**src/utic_pkg.sv**
```systemverilog
// constants for the transmit port, interrupt and fifo control block
package utic_pkg;
    // register offsets
    localparam logic [7:0] OFS_TX_HOLDING = 8'h00;
    localparam logic [7:0] OFS_IRQ_ENABLE = 8'h01;
    localparam logic [7:0] OFS_IRQ_IDENT = 8'h02;
    localparam logic [7:0] OFS_FIFO_SETUP = 8'h02;

    // reset values
    localparam logic [7:0] RST_TX_HOLDING = 8'h00;
    localparam logic [7:0] RST_IRQ_ENABLE = 8'h00;
    localparam logic [7:0] RST_IRQ_IDENT = 8'hc1;
    localparam logic [1:0] RST_TRIG_SEL = 2'h0;
    localparam logic [7:0] RST_RDATA = 8'h00;

    // irq_enable_bits field positions
    localparam int IE_RX_DATA = 0;
    localparam int IE_TX_EMPTY = 1;
    localparam int IE_RX_ERROR = 2;
    localparam int IE_MODEM = 3;
    localparam int IE_XOFF = 4;
    localparam int IE_RTS_DTR = 5;
    localparam int IE_CTS_DSR = 6;
    localparam int IE_NUM = 7;

    // irq_ident_code values
    localparam logic [7:0] ID_RX_ERROR = 8'hc6;
    localparam logic [7:0] ID_RX_DATA = 8'hc4;
    localparam logic [7:0] ID_RX_TIMEOUT = 8'hcc;
    localparam logic [7:0] ID_TX_EMPTY = 8'hc2;
    localparam logic [7:0] ID_MODEM = 8'hc0;
    localparam logic [7:0] ID_XOFF = 8'hd0;
    localparam logic [7:0] ID_FLOW_CHG = 8'he0;
    localparam logic [7:0] ID_NONE = 8'hc1;

    // fifo_setup_bits field positions
    localparam int FS_FIFO_MODE = 0;
    localparam int FS_RX_FLUSH = 1;
    localparam int FS_TX_FLUSH = 2;
    localparam int FS_TX_TRIG_LO = 4;
    localparam int FS_RX_TRIG_LO = 6;

    // trigger thresholds, indexed by the two-bit selector except the fixed standard transmit one
    localparam logic [6:0] TX_TRIG_ENH [4] = '{7'h10, 7'h20, 7'h40, 7'h70};
    localparam logic [6:0] RX_TRIG_STD [4] = '{7'h01, 7'h04, 7'h08, 7'h0e};
    localparam logic [6:0] RX_TRIG_ENH [4] = '{7'h0f, 7'h1f, 7'h3f, 7'h6f};
    localparam logic [6:0] TX_TRIG_STD = 7'h00;

    // line_state_flags positions
    localparam int LS_TX_EMPTY = 0;
    localparam int LS_TX_FULL = 1;
    localparam int LS_RX_EMPTY = 2;
    localparam int LS_RX_FULL = 3;

    // transmit queue shape
    localparam int TX_WIDTH = 8;
    localparam int TX_DEPTH = 4;
    localparam int TX_CNT_W = 3;
    localparam logic [TX_CNT_W-1:0] TX_CNT_ONE = 3'h1;
    localparam logic [TX_CNT_W-1:0] TX_CNT_ZERO = 3'h0;
endpackage

```
**src/utic_ctrl.sv**
```systemverilog
// transmit holding port, interrupt enable/ident and fifo control of a channel
//
// Notes on behaviour
// a holding-port write appends the byte at the transmit queue tail
// a byte written while the transmit queue is full is dropped
// line state flags show transmit and receive queue full and empty
// enable bit 0 gates receive data ready; all enables reset to zero
// enable bit 1 gates the transmit holding empty interrupt
// enable bit 2 gates the receive line status interrupt
// enable bit 3 gates the modem status change interrupt
// enable bit 4 gates the software flow control interrupt
// bit 5 gates rts/dtr change, bit 6 cts/dsr change, bit 7 reserved
// ident bit 0 is zero while pending, one otherwise; resets to c1
// ident reports highest source: c6, c4, cc, c2, c0, d0 descending
// cts or rts change is lowest priority, reported as e0
// fifo setup bit 0 enables fifo mode; resets to zero
// writing one to setup bit 1 flushes receive queue, then self-clears
// writing one to setup bit 2 flushes transmit queue, then self-clears
// enhanced mode bits 5:4 pick transmit trigger 16, 32, 64, 112
// bits 7:6 pick receive trigger 1,4,8,14 or enhanced 15,31,63,111
// only enabled sources join priority selection and drive the request
// transmit-empty pending clears on ident read reporting it or on holding-port write
`timescale 1ns/1ns
module utic_ctrl (
    input wire logic clk,
    input wire logic reset,
    // register port
    input wire logic reg_wr,
    input wire logic reg_rd,
    input wire logic [7:0] reg_addr,
    input wire logic [7:0] reg_wdata,
    output logic [7:0] reg_rdata,
    output logic reg_rvalid,
    // transmit byte stream towards the serialiser
    output logic tx_out_valid,
    input wire logic tx_out_ready,
    output logic [7:0] tx_out_data,
    output logic [2:0] tx_level,
    // receive queue status and control
    input wire logic rx_fifo_empty,
    input wire logic rx_fifo_full,
    output logic rx_fifo_flush,
    // interrupt sources and enhanced mode, levels from the rest of the channel
    input wire logic src_rx_error,
    input wire logic src_rx_data,
    input wire logic src_rx_timeout,
    input wire logic src_modem,
    input wire logic src_xoff,
    input wire logic src_rts_dtr,
    input wire logic src_cts_dsr,
    input wire logic enhanced_mode,
    // results
    output logic irq_req,
    output logic [7:0] irq_enable_bits,
    output logic [7:0] irq_ident_code,
    output logic fifo_mode,
    output logic [6:0] tx_trigger,
    output logic [6:0] rx_trigger,
    output logic [3:0] line_state_flags
);
    logic wr_hold;
    logic wr_setup;
    logic rd_ident;
    logic tx_in_ready;
    logic tx_accept;
    logic tx_push;
    logic tx_pop;
    logic tx_flush;
    logic tx_empty;
    logic tx_full;
    logic txe_pend;
    logic txe_set;
    logic txe_clr;
    logic [1:0] tx_trig_sel;
    logic [1:0] rx_trig_sel;
    logic [6:0] src_vec;
    logic [6:0] active;
    logic [7:0] next_ident;

    assign wr_hold = reg_wr && (reg_addr == utic_pkg::OFS_TX_HOLDING);
    assign wr_setup = reg_wr && (reg_addr == utic_pkg::OFS_FIFO_SETUP);
    assign rd_ident = reg_rd && (reg_addr == utic_pkg::OFS_IRQ_IDENT);

    // transmit queue; outside fifo mode it holds a single byte
    assign tx_accept = tx_in_ready && (fifo_mode || tx_empty);
    assign tx_push = wr_hold && tx_accept;
    assign tx_pop = tx_out_valid && tx_out_ready;
    assign tx_empty = (tx_level == utic_pkg::TX_CNT_ZERO);
    assign tx_full = !tx_accept;

    utic_fifo #(
        .WIDTH(utic_pkg::TX_WIDTH),
        .DEPTH(utic_pkg::TX_DEPTH),
        .CNT_W(utic_pkg::TX_CNT_W)
    ) u_tx_fifo (
        .clk(clk),
        .reset(reset),
        .clear(tx_flush),
        .in_valid(tx_push),
        .in_ready(tx_in_ready),
        .in_data(reg_wdata),
        .out_valid(tx_out_valid),
        .out_ready(tx_out_ready),
        .out_data(tx_out_data),
        .count(tx_level)
    );

    // queue state for the line status register
    always_comb begin
        line_state_flags = 4'h0;
        line_state_flags[utic_pkg::LS_TX_EMPTY] = tx_empty;
        line_state_flags[utic_pkg::LS_TX_FULL] = tx_full;
        line_state_flags[utic_pkg::LS_RX_EMPTY] = rx_fifo_empty;
        line_state_flags[utic_pkg::LS_RX_FULL] = rx_fifo_full;
    end

    // interrupt enables, bit 7 is stored but steers nothing
    always_ff @(posedge clk) begin
        if (reset) begin
            irq_enable_bits <= utic_pkg::RST_IRQ_ENABLE;
        end else if (reg_wr && (reg_addr == utic_pkg::OFS_IRQ_ENABLE)) begin
            irq_enable_bits <= reg_wdata;
        end
    end

    // fifo setup: mode and trigger selectors
    always_ff @(posedge clk) begin
        if (reset) begin
            fifo_mode <= 1'b0;
            tx_trig_sel <= utic_pkg::RST_TRIG_SEL;
            rx_trig_sel <= utic_pkg::RST_TRIG_SEL;
        end else if (wr_setup) begin
            fifo_mode <= reg_wdata[utic_pkg::FS_FIFO_MODE];
            tx_trig_sel <= reg_wdata[utic_pkg::FS_TX_TRIG_LO +: 2];
            rx_trig_sel <= reg_wdata[utic_pkg::FS_RX_TRIG_LO +: 2];
        end
    end

    // flush bits stand one cycle, the queue empties on that edge
    always_ff @(posedge clk) begin
        if (reset) begin
            tx_flush <= 1'b0;
            rx_fifo_flush <= 1'b0;
        end else begin
            tx_flush <= wr_setup && reg_wdata[utic_pkg::FS_TX_FLUSH];
            rx_fifo_flush <= wr_setup &&
                reg_wdata[utic_pkg::FS_RX_FLUSH];
        end
    end

    // trigger thresholds
    always_comb begin
        if (enhanced_mode) begin
            tx_trigger = utic_pkg::TX_TRIG_ENH[tx_trig_sel];
            rx_trigger = utic_pkg::RX_TRIG_ENH[rx_trig_sel];
        end else begin
            tx_trigger = utic_pkg::TX_TRIG_STD;
            rx_trigger = utic_pkg::RX_TRIG_STD[rx_trig_sel];
        end
    end

    // sticky transmit-empty event; a new event beats the clear
    assign txe_set = (tx_pop && !tx_push && (tx_level == utic_pkg::TX_CNT_ONE))
        || tx_flush;
    assign txe_clr = wr_hold ||
        (rd_ident && (irq_ident_code == utic_pkg::ID_TX_EMPTY));

    always_ff @(posedge clk) begin
        if (reset) begin
            txe_pend <= 1'b0;
        end else if (txe_set) begin
            txe_pend <= 1'b1;
        end else if (txe_clr) begin
            txe_pend <= 1'b0;
        end
    end

    // source gating by the enable bits
    always_comb begin
        src_vec = 7'h00;
        src_vec[utic_pkg::IE_RX_DATA] = src_rx_data || src_rx_timeout;
        src_vec[utic_pkg::IE_TX_EMPTY] = txe_pend;
        src_vec[utic_pkg::IE_RX_ERROR] = src_rx_error;
        src_vec[utic_pkg::IE_MODEM] = src_modem;
        src_vec[utic_pkg::IE_XOFF] = src_xoff;
        src_vec[utic_pkg::IE_RTS_DTR] = src_rts_dtr;
        src_vec[utic_pkg::IE_CTS_DSR] = src_cts_dsr;
    end


    assign active = src_vec & irq_enable_bits[utic_pkg::IE_NUM-1:0];
    assign irq_req = |active;

    // priority encoder over enabled sources
    always_comb begin
        if (active[utic_pkg::IE_RX_ERROR]) begin
            next_ident = utic_pkg::ID_RX_ERROR;
        end else if (active[utic_pkg::IE_RX_DATA] && src_rx_data) begin
            next_ident = utic_pkg::ID_RX_DATA;
        end else if (active[utic_pkg::IE_RX_DATA]) begin
            next_ident = utic_pkg::ID_RX_TIMEOUT;
        end else if (active[utic_pkg::IE_TX_EMPTY]) begin
            next_ident = utic_pkg::ID_TX_EMPTY;
        end else if (active[utic_pkg::IE_MODEM]) begin
            next_ident = utic_pkg::ID_MODEM;
        end else if (active[utic_pkg::IE_XOFF]) begin
            next_ident = utic_pkg::ID_XOFF;
        end else if (active[utic_pkg::IE_RTS_DTR] ||
                     active[utic_pkg::IE_CTS_DSR]) begin
            next_ident = utic_pkg::ID_FLOW_CHG;
        end else begin
            next_ident = utic_pkg::ID_NONE;
        end
    end

    assign irq_ident_code = next_ident;

    // read data, one cycle after the read strobe
    always_ff @(posedge clk) begin
        if (reset) begin
            reg_rdata <= utic_pkg::RST_RDATA;
            reg_rvalid <= 1'b0;
        end else begin
            reg_rvalid <= reg_rd;
            if (reg_rd) begin
                if (reg_addr == utic_pkg::OFS_IRQ_ENABLE) begin
                    reg_rdata <= irq_enable_bits;
                end else if (reg_addr == utic_pkg::OFS_IRQ_IDENT) begin
                    reg_rdata <= irq_ident_code;
                end else begin
                    reg_rdata <= utic_pkg::RST_RDATA;
                end
            end
        end
    end
endmodule

```
**src/utic_fifo.sv**
```systemverilog
// small synchronous fifo with valid/ready on both sides
`timescale 1ns/1ns
module utic_fifo #(
    parameter int WIDTH = 8,
    parameter int DEPTH = 4,
    parameter int CNT_W = 3
) (
    input wire logic clk,
    input wire logic reset,
    input wire logic clear,
    input wire logic in_valid,
    output logic in_ready,
    input wire logic [WIDTH-1:0] in_data,
    output logic out_valid,
    input wire logic out_ready,
    output logic [WIDTH-1:0] out_data,
    output logic [CNT_W-1:0] count
);
    // depth must be a power of two so the pointers wrap by themselves
    localparam int AW = $clog2(DEPTH);
    localparam logic [CNT_W-1:0] FULL_CNT = CNT_W'(DEPTH);

    logic [WIDTH-1:0] mem [DEPTH];
    logic [AW-1:0] wr_ptr;
    logic [AW-1:0] rd_ptr;
    logic push;
    logic pop;

    assign in_ready = (count != FULL_CNT);
    assign out_valid = (count != '0);
    assign out_data = mem[rd_ptr];
    assign push = in_valid & in_ready;
    assign pop = out_valid & out_ready;

    always_ff @(posedge clk) begin
        if (push) begin
            mem[wr_ptr] <= in_data;
        end
    end

    always_ff @(posedge clk) begin
        if (reset || clear) begin
            wr_ptr <= '0;
            rd_ptr <= '0;
            count <= '0;
        end else begin
            if (push) begin
                wr_ptr <= wr_ptr + AW'(1);
            end
            if (pop) begin
                rd_ptr <= rd_ptr + AW'(1);
            end
            if (push && !pop) begin
                count <= count + CNT_W'(1);
            end else if (pop && !push) begin
                count <= count - CNT_W'(1);
            end
        end
    end
endmodule

```
**config.mk**
```make
export PLATFORM = sky130hd
export DESIGN_NAME = utic_ctrl
export DESIGN_NICKNAME = d
export VERILOG_FILES = /design/src/utic_pkg.sv /design/src/utic_ctrl.sv /design/src/utic_fifo.sv
export SDC_FILE = /design/constraint.sdc
export NUM_CORES = 1
export LEC_CHECK = 0
export ABC_CLOCK_PERIOD_IN_PS = 2350
export BUFFER_PORTS_ARGS = -buffer_cell sky130_fd_sc_hd__buf_2
export CAP_MARGIN = 20
export CORE_MARGIN = 5
export CORE_UTILIZATION = 51
export DETAILED_ROUTE_END_ITERATION = 8
export PLACE_DENSITY = 0.85
export RECOVER_POWER = 50
export SLEW_MARGIN = 40
export SYNTH_ARGS = -nofsm -noshare
export SYNTH_HDL_FRONTEND = slang
export SYNTH_SLANG_ARGS = --single-unit
```
**constraint.sdc**
```tcl
create_clock -name clk -period 2.35 [get_ports clk]
set_input_delay 0.235 -clock clk [delete_from_list [all_inputs] [get_ports clk]]
set_output_delay 0.235 -clock clk [all_outputs]
set_load 0.005 [all_outputs]
```
-- Word-level counts from Yosys, hierarchy flattened
Memory sizes are Yosys's and may differ from the RTL's. A register that Yosys moved wholly into a read port is not among the register bits.
Index checks and enable logic that the tools add are counted.
- register bits: 32
- bits in latches: 0
- memory bits (writable): 32
- bits in read-only memories: 0
- output and inout port bits: 58
- logic and storage cells: 88
- memories: 1
- add/sub/neg operators: 4
- multiply operators: 0
- div/mod/pow operators: 0
- order comparisons: 2
- eq/ne operators: 5
- shift operators: 0
- muxes and demuxes: 28
- bitwise gates (word level): 5
- reductions and logical operators: 31
- memory list (memory ; words ; width ; rd ports ; clocked after memory_dff ; write ports ; line ; source):
    u_tx_fifo.mem ; 4 ; 8 ; 1 ; 1 ; 1 ; utic_fifo.sv:23 ; logic [WIDTH-1:0] mem [DEPTH];
- operators by type and width (kind ; number):
    $mux W7 ; 8
    $bmux W7 S2 ; 3
    $mux W6 ; 7
    $mux W8 ; 2
    $logic_and A1 B1 Y1 ; 15
    $eq A8 B1 Y1 const B ; 1
    $eq A8 B2 Y1 const B ; 1
    $eq A8 B8 Y1 const B ; 1
    $logic_not A8 Y1 ; 1
    $and A7 B7 Y7 ; 1
    $reduce_or A7 Y1 ; 1
    $ge A3 B3 Y1 const B ; 2
    $logic_or A1 B1 Y1 ; 6
    $mux W3 ; 2
    $not A2 Y3 ; 2
    $add A2 B1 Y2 const B ; 2
    $logic_not A1 Y1 ; 4
    $mux W1 ; 4
    $mux W2 ; 2
    $reduce_bool A2 Y1 ; 2
    $add A3 B1 Y3 const B ; 1
    $eq A3 B1 Y1 const B ; 1
    $logic_not A3 Y1 ; 1
    $ne A3 B3 Y1 const B ; 1
    3 further kinds ; 4

-- Longest topological paths before layout
Gate-level depths: netlist (run 1).
- depth after elaboration: 15
- mapped depth: 11
- gate-level depth less buffers: 10

-- Modules after synthesis
A second synthesis (run 1) with hierarchy kept.
- cell total of the unflattened synthesis: 255
- area, all modules: 2981.6 um^2
- by module, submodules not included (module ; instances ; cells each ; area an instance (um^2) ; seq. area each (um^2)):
    utic_fifo ; 1 ; 91 ; 1632.8 ; 1141.1
    utic_ctrl ; 1 ; 164 ; 1348.8 ; 500.5

-- Least setup slack after synthesis (run 1)
No wires, ideal clock.
- path type: flip-flop to flip-flop
- start: reg u_tx_fifo.count[0]
- end: reg u_tx_fifo.count[2]
- library setup time: 70 ps
- arrival: 2091 ps
- required time: 2280 ps
- slack: 189 ps
- stages on the path, launching flop included: 10
- period minus slack after synthesis: 2161 ps
- cells stage by stage: dfxtp_1 > inv_1 > ha_1 > nand2b_1 > inv_1 > o2111a_1 > buf_4 > ha_1 > or3_1 > a21oi_1
- elaborated cells between the ends (all ways): 17
- those cells by class: add/sub: 2; eq/ne: 1; mux: 2; bitwise: 2; reduce/logical: 10
- RTL lines (item ; line ; source):
    start: declaration ; utic_fifo.sv:17 ; output logic [CNT_W-1:0] count
    start signal: assignment ; utic_fifo.sv:54 ; count <= count + CNT_W'(1);
    start signal: assignment ; utic_fifo.sv:56 ; count <= count - CNT_W'(1);
    $reduce_bool A3 Y1 (*) ; utic_fifo.sv:30 ; assign out_valid = (count != '0);
    net tx_out_valid ; utic_ctrl.sv:35 ; output logic tx_out_valid,
    $and A1 B1 Y1 (*) ; utic_fifo.sv:33 ; assign pop = out_valid & out_ready;
    $logic_not A1 Y1 ; utic_fifo.sv:53 ; if (push && !pop) begin
    $logic_and A1 B1 Y1 ; utic_fifo.sv:53 ;
    $mux W3 / $reduce_bool A2 Y1 (equally long branches) ; -- ;
Mark *: on every way through the listed nets, which the timed path passes. The rest lies on a longest branch. The select of a mux whose other input is x is not followed.
A chain may end at the register's enable or synchronous reset.

-- Final worst setup path (run 1)
- start: reg u_tx_fifo.count[0]
- end: reg u_tx_fifo.count[2]
- cells in the longest elaborated chain, start to end: 8
- elaborated cells between the ends (all ways): 17
- those cells by class: add/sub: 2; eq/ne: 1; mux: 2; bitwise: 2; reduce/logical: 10
- ends and longest elaborated chain (item ; line ; source):
    $logic_not A3 Y1 ; utic_ctrl.sv:88 ; assign tx_empty = (tx_level == utic_pkg::TX_CNT_ZERO);
    $logic_or A1 B1 Y1 ; utic_ctrl.sv:85 ; assign tx_accept = tx_in_ready && (fifo_mode || tx_empty);
    $logic_and A1 B1 Y1 ; utic_ctrl.sv:85 ;
    $logic_and A1 B1 Y1 ; utic_ctrl.sv:86 ; assign tx_push = wr_hold && tx_accept;
    $and A1 B1 Y1 ; utic_fifo.sv:32 ; assign push = in_valid & in_ready;
    $logic_not A1 Y1 ; utic_fifo.sv:55 ; end else if (pop && !push) begin
    $logic_and A1 B1 Y1 ; utic_fifo.sv:55 ;
    $reduce_bool A2 Y1 (no source line) ; -- ;
Parallel ways exist; a longest one is shown, timed or not. The select of a mux whose other input is x is not followed.

==> results of run 1 <==
[cells in the final DEF, fill, tap and decap left out, types with 7 or more instances in the layout]
cell | synthesis | routed
clkbuf_8 | 0 | 9
buf_2 | 2 | 53
mux2i_1 | 15 | 15
ha_1 | 11 | 11
mux4_2 | 8 | 8
clkbuf_1 | 4 | 29
and2_1 | 10 | 10
nand2_1 | 7 | 7
nor2_1 | 28 | 28
dfxtp_1 | 34 | 34
inv_1 | 10 | 10
nor2b_1 | 8 | 8
edfxtp_1 | 32 | 32
[flip-flops by register name (all words and copies together), names as in the netlist, named ones only]
| name | cells |
|---|---|
| u_tx_fifo.mem | 32 |
| tx_trig_sel | 2 |
| tx_flush | 1 |
| txe_pend | 1 |
| fifo_mode | 1 |
| reg_rdata | 8 |
| rx_fifo_flush | 1 |
| irq_enable_bits | 8 |
| u_tx_fifo.rd_ptr | 2 |
| u_tx_fifo.count | 3 |
| u_tx_fifo.wr_ptr | 2 |
| reg_rvalid | 1 |
| rx_trig_sel | 2 |
[power breakdown]
part | switching [uW] | total [uW] | internal, uW
Clock | 401 | 887 | 486
Combinational | 231 | 458 | 226
Sequential | 60.8 | 1300 | 1240
Total | 693 | 2650 | 1960
[kinds of logic after synthesis]
| kind of cell | after synthesis |
|---|---|
| AND/OR/NAND/NOR | 83 |
| flip-flops | 66 |
| buffers and inverters | 29 |
| AO/OA/AOI/OAI | 23 |
| multiplexers | 23 |
| adder cells (fa/ha/maj) | 11 |
| XOR/XNOR | 6 |
| other | 2 |
[cell type report]
class	instances	area [um^2]
Clock buffer	12	135
Clock inverter	4	45.0
Fill cell	467	2090
Inverter	10	37.5
Multi-Input combinational cell	152	1160
Sequential cell	66	1640
Tap cell	72	90.1
Timing Repair Buffer	80	370
[metal layers]
metal / global-route usage / vias to the layer above
li1: - / 1003
met1: 0.228 / 991
met2: 0.293 / 74
met3: 0.0596 / 10
met4: 0.0576 / 0
met5: 0 / -
[worst max-delay path by stage]
stage | startpoint | endpoint | slack (ns) | depth (start not counted)
floorplan | u_tx_fifo.count[0] | u_tx_fifo.count[2] | 0.19 | 9
global placement | u_tx_fifo.count[0] | u_tx_fifo.count[2] | 0.31 | 8
detailed placement | u_tx_fifo.count[0] | u_tx_fifo.count[2] | 0.21 | 8
CTS | u_tx_fifo.count[0] | u_tx_fifo.count[2] | 0.18 | 8
global route | u_tx_fifo.count[0] | u_tx_fifo.count[2] | 0.03 | 8
finish | u_tx_fifo.count[0] | u_tx_fifo.count[2] | 0.19 | 8
[cell usage after synthesis (all sizes together) (2+ instances only)]
cell type / count / share of area
dfxtp: 34 / 0.23
edfxtp: 32 / 0.32
nor2: 28 / 0.036
buf: 15 / 0.035
mux2i: 15 / 0.051
and2: 11 / 0.023
ha: 11 / 0.047
inv: 10 / 0.013
mux4: 8 / 0.061
nor2b: 8 / 0.017
nand2: 7 / 0.0089
a21oi: 6 / 0.010
or2: 6 / 0.013
clkbuf: 4 / 0.0051
nand3: 4 / 0.0068
nor4: 4 / 0.014
xor2: 4 / 0.012
a221oi: 3 / 0.0089
a22oi: 3 / 0.0076
a21o: 2 / 0.0051
a22o: 2 / 0.0059
and3: 2 / 0.0042
and4: 2 / 0.0059
conb: 2 / 0.0025
nand3b: 2 / 0.0051
nor3: 2 / 0.0034
o21ai: 2 / 0.0034
o21bai: 2 / 0.0051
xnor2: 2 / 0.0059
[critical path, cell delays in order, from the launching register on]
cell	delay, ns
dfxtp_1	0.42
inv_1	0.09
ha_1	0.22
nand2b_1	0.13
inv_1	0.08
o2111a_1	0.28
ha_1	0.35
or3_1	0.38
a21oi_1	0.14
[stage by stage]
step | instance area (um^2) | utilization | worst slack (ns)
after floorplan | 2970 | - | 0.189
after global routing | 3480 | 0.625 | 0.0295
final | 3480 | 0.625 | 0.194
after global placement | 3350 | 0.601 | 0.308
after detailed placement | 3350 | 0.601 | 0.215
after CTS | 3530 | 0.633 | 0.185
==> flow_summary.yaml, run 1 <==
outcome:
  status: "completed"
sta:
  setup_tns_ns: 0
  setup_viol: 0
  max_slew_margin: 0.253
  whs_ns: 0.222
  rsz0062_at_grt: "no"
  skew_ns: 0.00758
  maxSlewViolCount: 0
  fmaxAchievable_mhz: 464
  fin_crit_sh: 0.917
  hold_viol: 0
  worstMarginPinSlew_ns: 1.12
  fin_crit_ns: 2.16
layout:
  nNetsFinal: 361
  fin_cells: 396
  diodes: 0
  post_route_cells_drive_above_1_share: 0.253
  layout-area-overhead-vs-synth_pct: 17.8
power:
  power.total_uw: 2650
  ir_drop_mv: 0.512
  leakagePower_uw: 0.00143
  cellPowerDensity_mw_per_mm2: 760
grt:
  grt_max_degree: 26
  antenna_found_initial: 0
  grt_pass1_vias: 2066
  grt-ovfl-total: 0
  track_usage: 0.180
  grt_pass1_wl_um: 10300
drt:
  wl_met3_um: 504
  drtPass1Iterations: 4
  wl_per_cell_um: 16.1
  vias: 2078
  vias_per_cell: 5.25
  drt_wl_total_um: 6360
  ant_nets: 0
  drc: 0
  drt_iter0_markers: 59
  met2_length_um: 3110
  drt-met1-wl_um: 2660
  dr.max_layer_used: "met4"
clocking:
  insertion_delay_ns: 0.34
  cts_resized: 0
  cts_hold_buffers: 0
  cts_tree: "done"
  cts_setup_buffers: 0
  cts_root_buf: "clkbuf_8"
  clk_pin_slew_ns: 0.07
  htreeDepth: 3
  clk_path_buf_depth: 2
  cts-buffers-inserted: 9
  cts_sinks: 66
setup_path:
  worst-setup-path-type: "reg -> reg"
  crit_fanout: 5
  worstRegToRegCells: 8
  r2r_start: "u_tx_fifo.count[0]"
  arrival_ns: 2.43
  end_kind: "flop"
  reg2reg_slack_ns: 0.19
  critPathLaunchType: "flop"
  r2r_end: "u_tx_fifo.count[2]"
  required_ns: 2.63
run:
  drv_cap: 0
worst_hold_path:
  hold-path-endpoint: "reg_rdata[7]"
  hold_path.startpoint: "reg_rd"
  hold_class: "in -> reg"
  hold_depth: 3
synth:
  ys_dominant_reg_cell: "dfxtp_1"
  yosys.cell_types.count: 43
  synthMuxAreaShare: 0.112
  synth_xor_area_frac: 0.0178
  synth-async-reset-ratio: 0
  ys_ff_latch: 66
  syn_inst: 243
  synth_compound_area_frac: 0.0558
  ys_warn_count: 0
  synth_adder_area_share: 0.0465
  syn_area_mm2: 0.00296
  synth_top_family_by_area: "simple AND/OR/NAND/NOR gates"
  ys_seq_area_frac: 0.555
  synth_edf_count: 32
  yosys.area_share.simple: 0.158
  synth.avg_cell_area_um2: 12.2
floorplanning:
  ios: 89
  die_h_um: 86.2
  die_w_um: 86.2
  initial_core_util: 0.531
  rows: 27
  die-area_mm2: 0.00742
  core-area_mm2: 0.00557
placed_design:
  io_buffer_count: 78
  hpwl_um: 4820
  dp_cells: 380
  gp_congestion: 0.861
Power figures use the tool's default switching activity.
==> run 2, diff against run 1 <==
--- a/config.mk
+++ b/config.mk
@@ -13,6 +13,7 @@
 export DETAILED_ROUTE_END_ITERATION = 8
 export PLACE_DENSITY = 0.85
 export RECOVER_POWER = 50
+export REMOVE_ABC_BUFFERS = 1
 export SLEW_MARGIN = 40
 export SYNTH_ARGS = -nofsm -noshare
 export SYNTH_HDL_FRONTEND = slang
==> flow_summary.yaml, run 2 (same netlist as run 1, synthesis figures left out) <==
drt:
  ant_nets: 0
  drc: 0
  drt_wl_total_um: 6310
  drt_iter0_markers: 68
  wl_per_cell_um: 15.9
  dr.max_layer_used: "met4"
  vias: 2065
  vias_per_cell: 5.21
  met2_length_um: 3280
  drtPass1Iterations: 4
  wl_met3_um: 416
  drt-met1-wl_um: 2450
layout:
  largest_registers: "u_tx_fifo.mem (32), irq_enable_bits (8), reg_rdata (8)"
  diodes: 0
  multi_input_area_mm2: 0.00116
  fin_area_mm2: 0.00346
  largest_reg_flops: 32
  fillers: 459
  post_route_cells_drive_above_1_share: 0.241
  seq_area_mm2: 0.00164
  fin_cells: 396
  top_register: "u_tx_fifo.mem"
  layout-area-overhead-vs-synth_pct: 17.1
  layout_commonest_cell: "buf_2"
  final_cell_mix: "buf_2 (51), dfxtp_1 (34), clkbuf_1 (32), edfxtp_1 (32), nor2_1 (28)"
  nNetsFinal: 361
worst_hold_path:
  hold_class: "in -> reg"
floorplanning:
  initial_core_util: 0.531
  die_h_um: 86.2
  rows: 27
  die_w_um: 86.2
  ios: 89
  die-area_mm2: 0.00742
  core-area_mm2: 0.00557
sta:
  maxSlewViolCount: 0
  whs_ns: 0.224
  fin_crit_ns: 2.16
  setup_tns_ns: 0
  max_slew_margin: 0.267
  fin_crit_sh: 0.919
  hold_viol: 0
  fmaxAchievable_mhz: 463
  worstMarginPinSlew_ns: 1.10
  setup_viol: 0
  rsz0062_at_grt: "no"
  skew_ns: 0.00517
setup_path:
  cp_num_buf_inv: 2
  max_stage_delay_ns: 0.42
  required_ns: 2.62
  arrival_ns: 2.43
  crit_chain: "inv_1, ha_1, nand2b_1, inv_1, o2111a_1, ha_1, or3_1, a21oi_1"
  end_kind: "flop"
  crit_fanout: 5
  worst-setup-path-type: "reg -> reg"
  slowest_stage: "dfxtp_1"
  critPathTopFamily: "adder cells"
  critPathLaunchType: "flop"
clocking:
  cts_hold_buffers: 0
  cts_resized: 0
  insertion_delay_ns: 0.33
  cts_tree: "done"
  cts_sinks: 66
  clk_pin_slew_ns: 0.06
  cts-buffers-inserted: 9
  cts_root_buf: "clkbuf_8"
  clk_path_buf_depth: 2
  htreeDepth: 3
  cts_setup_buffers: 0
power:
  clkPwrFrac: 0.307
  power_frac_seq: 0.511
  ir_drop_mv: 0.654
  intPower_uw: 1880
  switching_share: 0.265
  cellPowerDensity_mw_per_mm2: 740
  pwr-share-comb: 0.183
  p_sw_uw: 679
  leakagePower_uw: 0.00141
grt:
  antenna_found_initial: 0
  grt_pass1_vias: 2035
  track_usage: 0.177
  grt_max_degree: 26
  grt-ovfl-total: 0
  grt_pass1_wl_um: 9850
placed_design:
  io_buffer_count: 78
  dpl-instance-area_mm2: 0.00335
  hpwl_um: 4750
  dp_cells: 380
  gp_congestion: 0.784
outcome:
  status: "completed"
run:
  drv_cap: 0
==> run 2: through the flow <==
step | utilization | setup slack (ns) | power (uW)
final | 0.621 | 0.189 | 2560
after global routing | 0.621 | 0.0693 | 2700
after CTS | 0.630 | 0.192 | 2600
after detailed placement | 0.601 | 0.214 | 1810
after global placement | 0.601 | 0.317 | 1790
after floorplan | - | 0.206 | 1590
==> run 2: final timing paths <==
| path | startpoint | to | slack [ns] | cells after the start |
|---|---|---|---|---|
| setup / recovery | u_tx_fifo.count[0] | u_tx_fifo.count[2] | 0.19 | 8 |
| hold / removal | reg_wdata[3] | u_tx_fifo.mem[2][3] | 0.22 | 1 |
| setup reg to reg | u_tx_fifo.count[0] | u_tx_fifo.count[2] | 0.19 | 8 |
| hold reg to reg | reg_rdata[6] | reg_rdata[6] | 0.47 | 2 |
==> run 2: final cells by class <==
class,count,area share
flip-flops and latches,66,0.474
multi-input cells,152,0.336
repair buffers,80,0.106
clock buffers,15,0.0452
well taps,72,0.0260
inverters,10,0.0108
clock inverters,1,0.00145
==> run 2: power groups by stage <==
stage | Sequential, uW | Clock [uW] | Combinational, uW
after floorplan | 1320 | 0 | 269
after global placement | 1330 | 0 | 463
after detailed placement | 1330 | 0 | 474
after CTS | 1310 | 812 | 478
after global routing | 1320 | 860 | 519
final | 1310 | 786 | 468
==> run 2: worst register-to-register path: cells and delay by family (launching register included) <==
| family | cells | cell delay (ns) |
|---|---|---|
| compound gates | 2 | 0.40 |
| fa+ha+maj | 2 | 0.58 |
| buf+inv | 2 | 0.18 |
| simple gates | 2 | 0.52 |
| flops | 1 | 0.42 |
==> run 2: per-layer routing <==
layer | vias up | global-route usage
met5 | - | 0
met4 | 0 | 0.0921
met3 | 14 | 0.0432
met2 | 67 | 0.298
met1 | 985 | 0.209
li1 | 999 | -
==> run 3, diff against run 2 <==
--- a/config.mk
+++ b/config.mk
@@ -8,7 +8,7 @@
 export ABC_CLOCK_PERIOD_IN_PS = 2350
 export BUFFER_PORTS_ARGS = -buffer_cell sky130_fd_sc_hd__buf_2
 export CAP_MARGIN = 20
-export CORE_MARGIN = 5
+export CORE_MARGIN = 2
 export CORE_UTILIZATION = 51
 export DETAILED_ROUTE_END_ITERATION = 8
 export PLACE_DENSITY = 0.85
==> flow_summary.yaml, run 3 (same netlist as run 1, synthesis figures left out) <==
clocking:
  cts-buffers-inserted: 9
  htreeDepth: 3
  cts_setup_buffers: 0
  cts_sinks: 66
  cts_tree: "done"
  cts_resized: 0
  insertion_delay_ns: 0.33
  cts_hold_buffers: 0
  clk_path_buf_depth: 2
  clk_pin_slew_ns: 0.07
  cts_root_buf: "clkbuf_8"
outcome:
  status: "completed"
sta:
  fin_crit_sh: 0.911
  worstMarginPinSlew_ns: 1.10
  fmaxAchievable_mhz: 467
  hold_viol: 0
  maxSlewViolCount: 0
  setup_tns_ns: 0
  fin_crit_ns: 2.14
  skew_ns: 0.00924
  rsz0062_at_grt: "no"
  max_slew_margin: 0.269
  setup_viol: 0
power:
  pwr-share-comb: 0.166
  ir_drop_mv: 0.619
  cellPowerDensity_mw_per_mm2: 787
  intPower_uw: 2060
  leakagePower_uw: 0.00146
  switching_share: 0.252
  clkPwrFrac: 0.361
  power_frac_seq: 0.474
  p_sw_uw: 695
worst_hold_path:
  hold_path.startpoint: "reg_wdata[3]"
  hold_class: "in -> reg"
drt:
  drt_wl_total_um: 5970
  vias: 2064
  wl_per_cell_um: 15.1
  drt_iter0_markers: 117
  ant_nets: 0
  vias_per_cell: 5.21
  drtPass1Iterations: 4
  drc: 0
layout:
  layout-area-overhead-vs-synth_pct: 18.5
  diodes: 0
  final_util: 0.633
  post_route_cells_drive_above_1_share: 0.272
  nNetsFinal: 361
  top_register: "u_tx_fifo.mem"
  layout_commonest_cell: "buf_2"
  largest_reg_flops: 32
  final_cell_mix: "buf_2 (59), dfxtp_1 (34), edfxtp_1 (32)"
  largest_registers: "u_tx_fifo.mem (32), irq_enable_bits (8), reg_rdata (8)"
setup_path:
  slowest_stage: "dfxtp_1"
  crit_chain: "inv_1, ha_1, nand2b_1, inv_1, o2111a_1, ha_1, or3_1, a21oi_1"
  arrival_ns: 2.41
  end_kind: "flop"
  critPathLaunchType: "flop"
  required_ns: 2.62
  r2r_start: "u_tx_fifo.count[0]"
  worst-setup-path-type: "reg -> reg"
  max_stage_delay_ns: 0.41
  crit_start: "u_tx_fifo.count[0]"
  crit_fanout: 5
floorplanning:
  core-area_mm2: 0.00554
  rows: 27
  die-area_mm2: 0.00642
  initial_core_util: 0.534
  die_w_um: 80.2
  ios: 89
  die_h_um: 80.2
placed_design:
  hpwl_um: 4440
  io_buffer_count: 78
  gp_congestion: 0.799
run:
  drv_cap: 0
grt:
  grt_pass1_vias: 2011
  grt_max_degree: 26
  antenna_found_initial: 0
  track_usage: 0.197
  grt-ovfl-total: 0
  grt_pass1_wl_um: 9360
run 3: power groups by stage:
stage	Sequential, uW	Clock [uW]	Combinational (uW)
6_report	1310	995	457
5_1_grt	1320	1050	521
4_1_cts	1310	1010	466
3_5_place_dp	1330	0	460
3_3_place_gp	1330	0	455
2_1_floorplan	1320	0	269
run 3: path summary, 6_finish.rpt:
kind	end	slack (ns)	cells past startpoint
worst max register to register	u_tx_fifo.count[2]	0.21	8
worst min-delay path	u_tx_fifo.mem[1][3]	0.21	1
worst max-delay path	u_tx_fifo.count[2]	0.21	8
worst min register to register	reg_rdata[6]	0.47	2
run 3: worst max-delay path, delay by kind of cell (launching register included):
kind                       cells  cell delay (ns)
and+or+nand+nor                2             0.52
adders and majority gates      2             0.58
DFF                            1             0.41
AOI/OAI and AO/OA              2             0.41
buffers and inverters          2             0.17
run 3: metal layers:
| metal | GRT usage | wire length [um] |
|---|---|---|
| met5 | 0 | 0 |
| met1 | 0.243 | 2470 |
| met2 | 0.331 | 3060 |
| met4 | 0.0898 | 89 |
| met3 | 0.0438 | 347 |
run 3: per-stage QoR:
stage	setup slack [ns]	total power (uW)	instance area [um^2]	hold WS (ns)	std cells
floorplan	0.206	1590	2850	0.302	228
global placement	0.322	1780	3350	0.460	380
detailed placement	0.221	1790	3350	0.456	380
CTS	0.212	2790	3560	0.127	396
global route	0.0255	2890	3510	0.213	396
finish	0.210	2760	3510	0.210	396
run 3: cell type report:
class	count	area, um^2
Fill cell	460	2030
Sequential cell	66	1640
Multi-Input combinational cell	152	1150
Timing Repair Buffer	80	378
Clock buffer	10	128
Tap cell	72	90.1
Clock inverter	6	81.3
Inverter	10	37.5
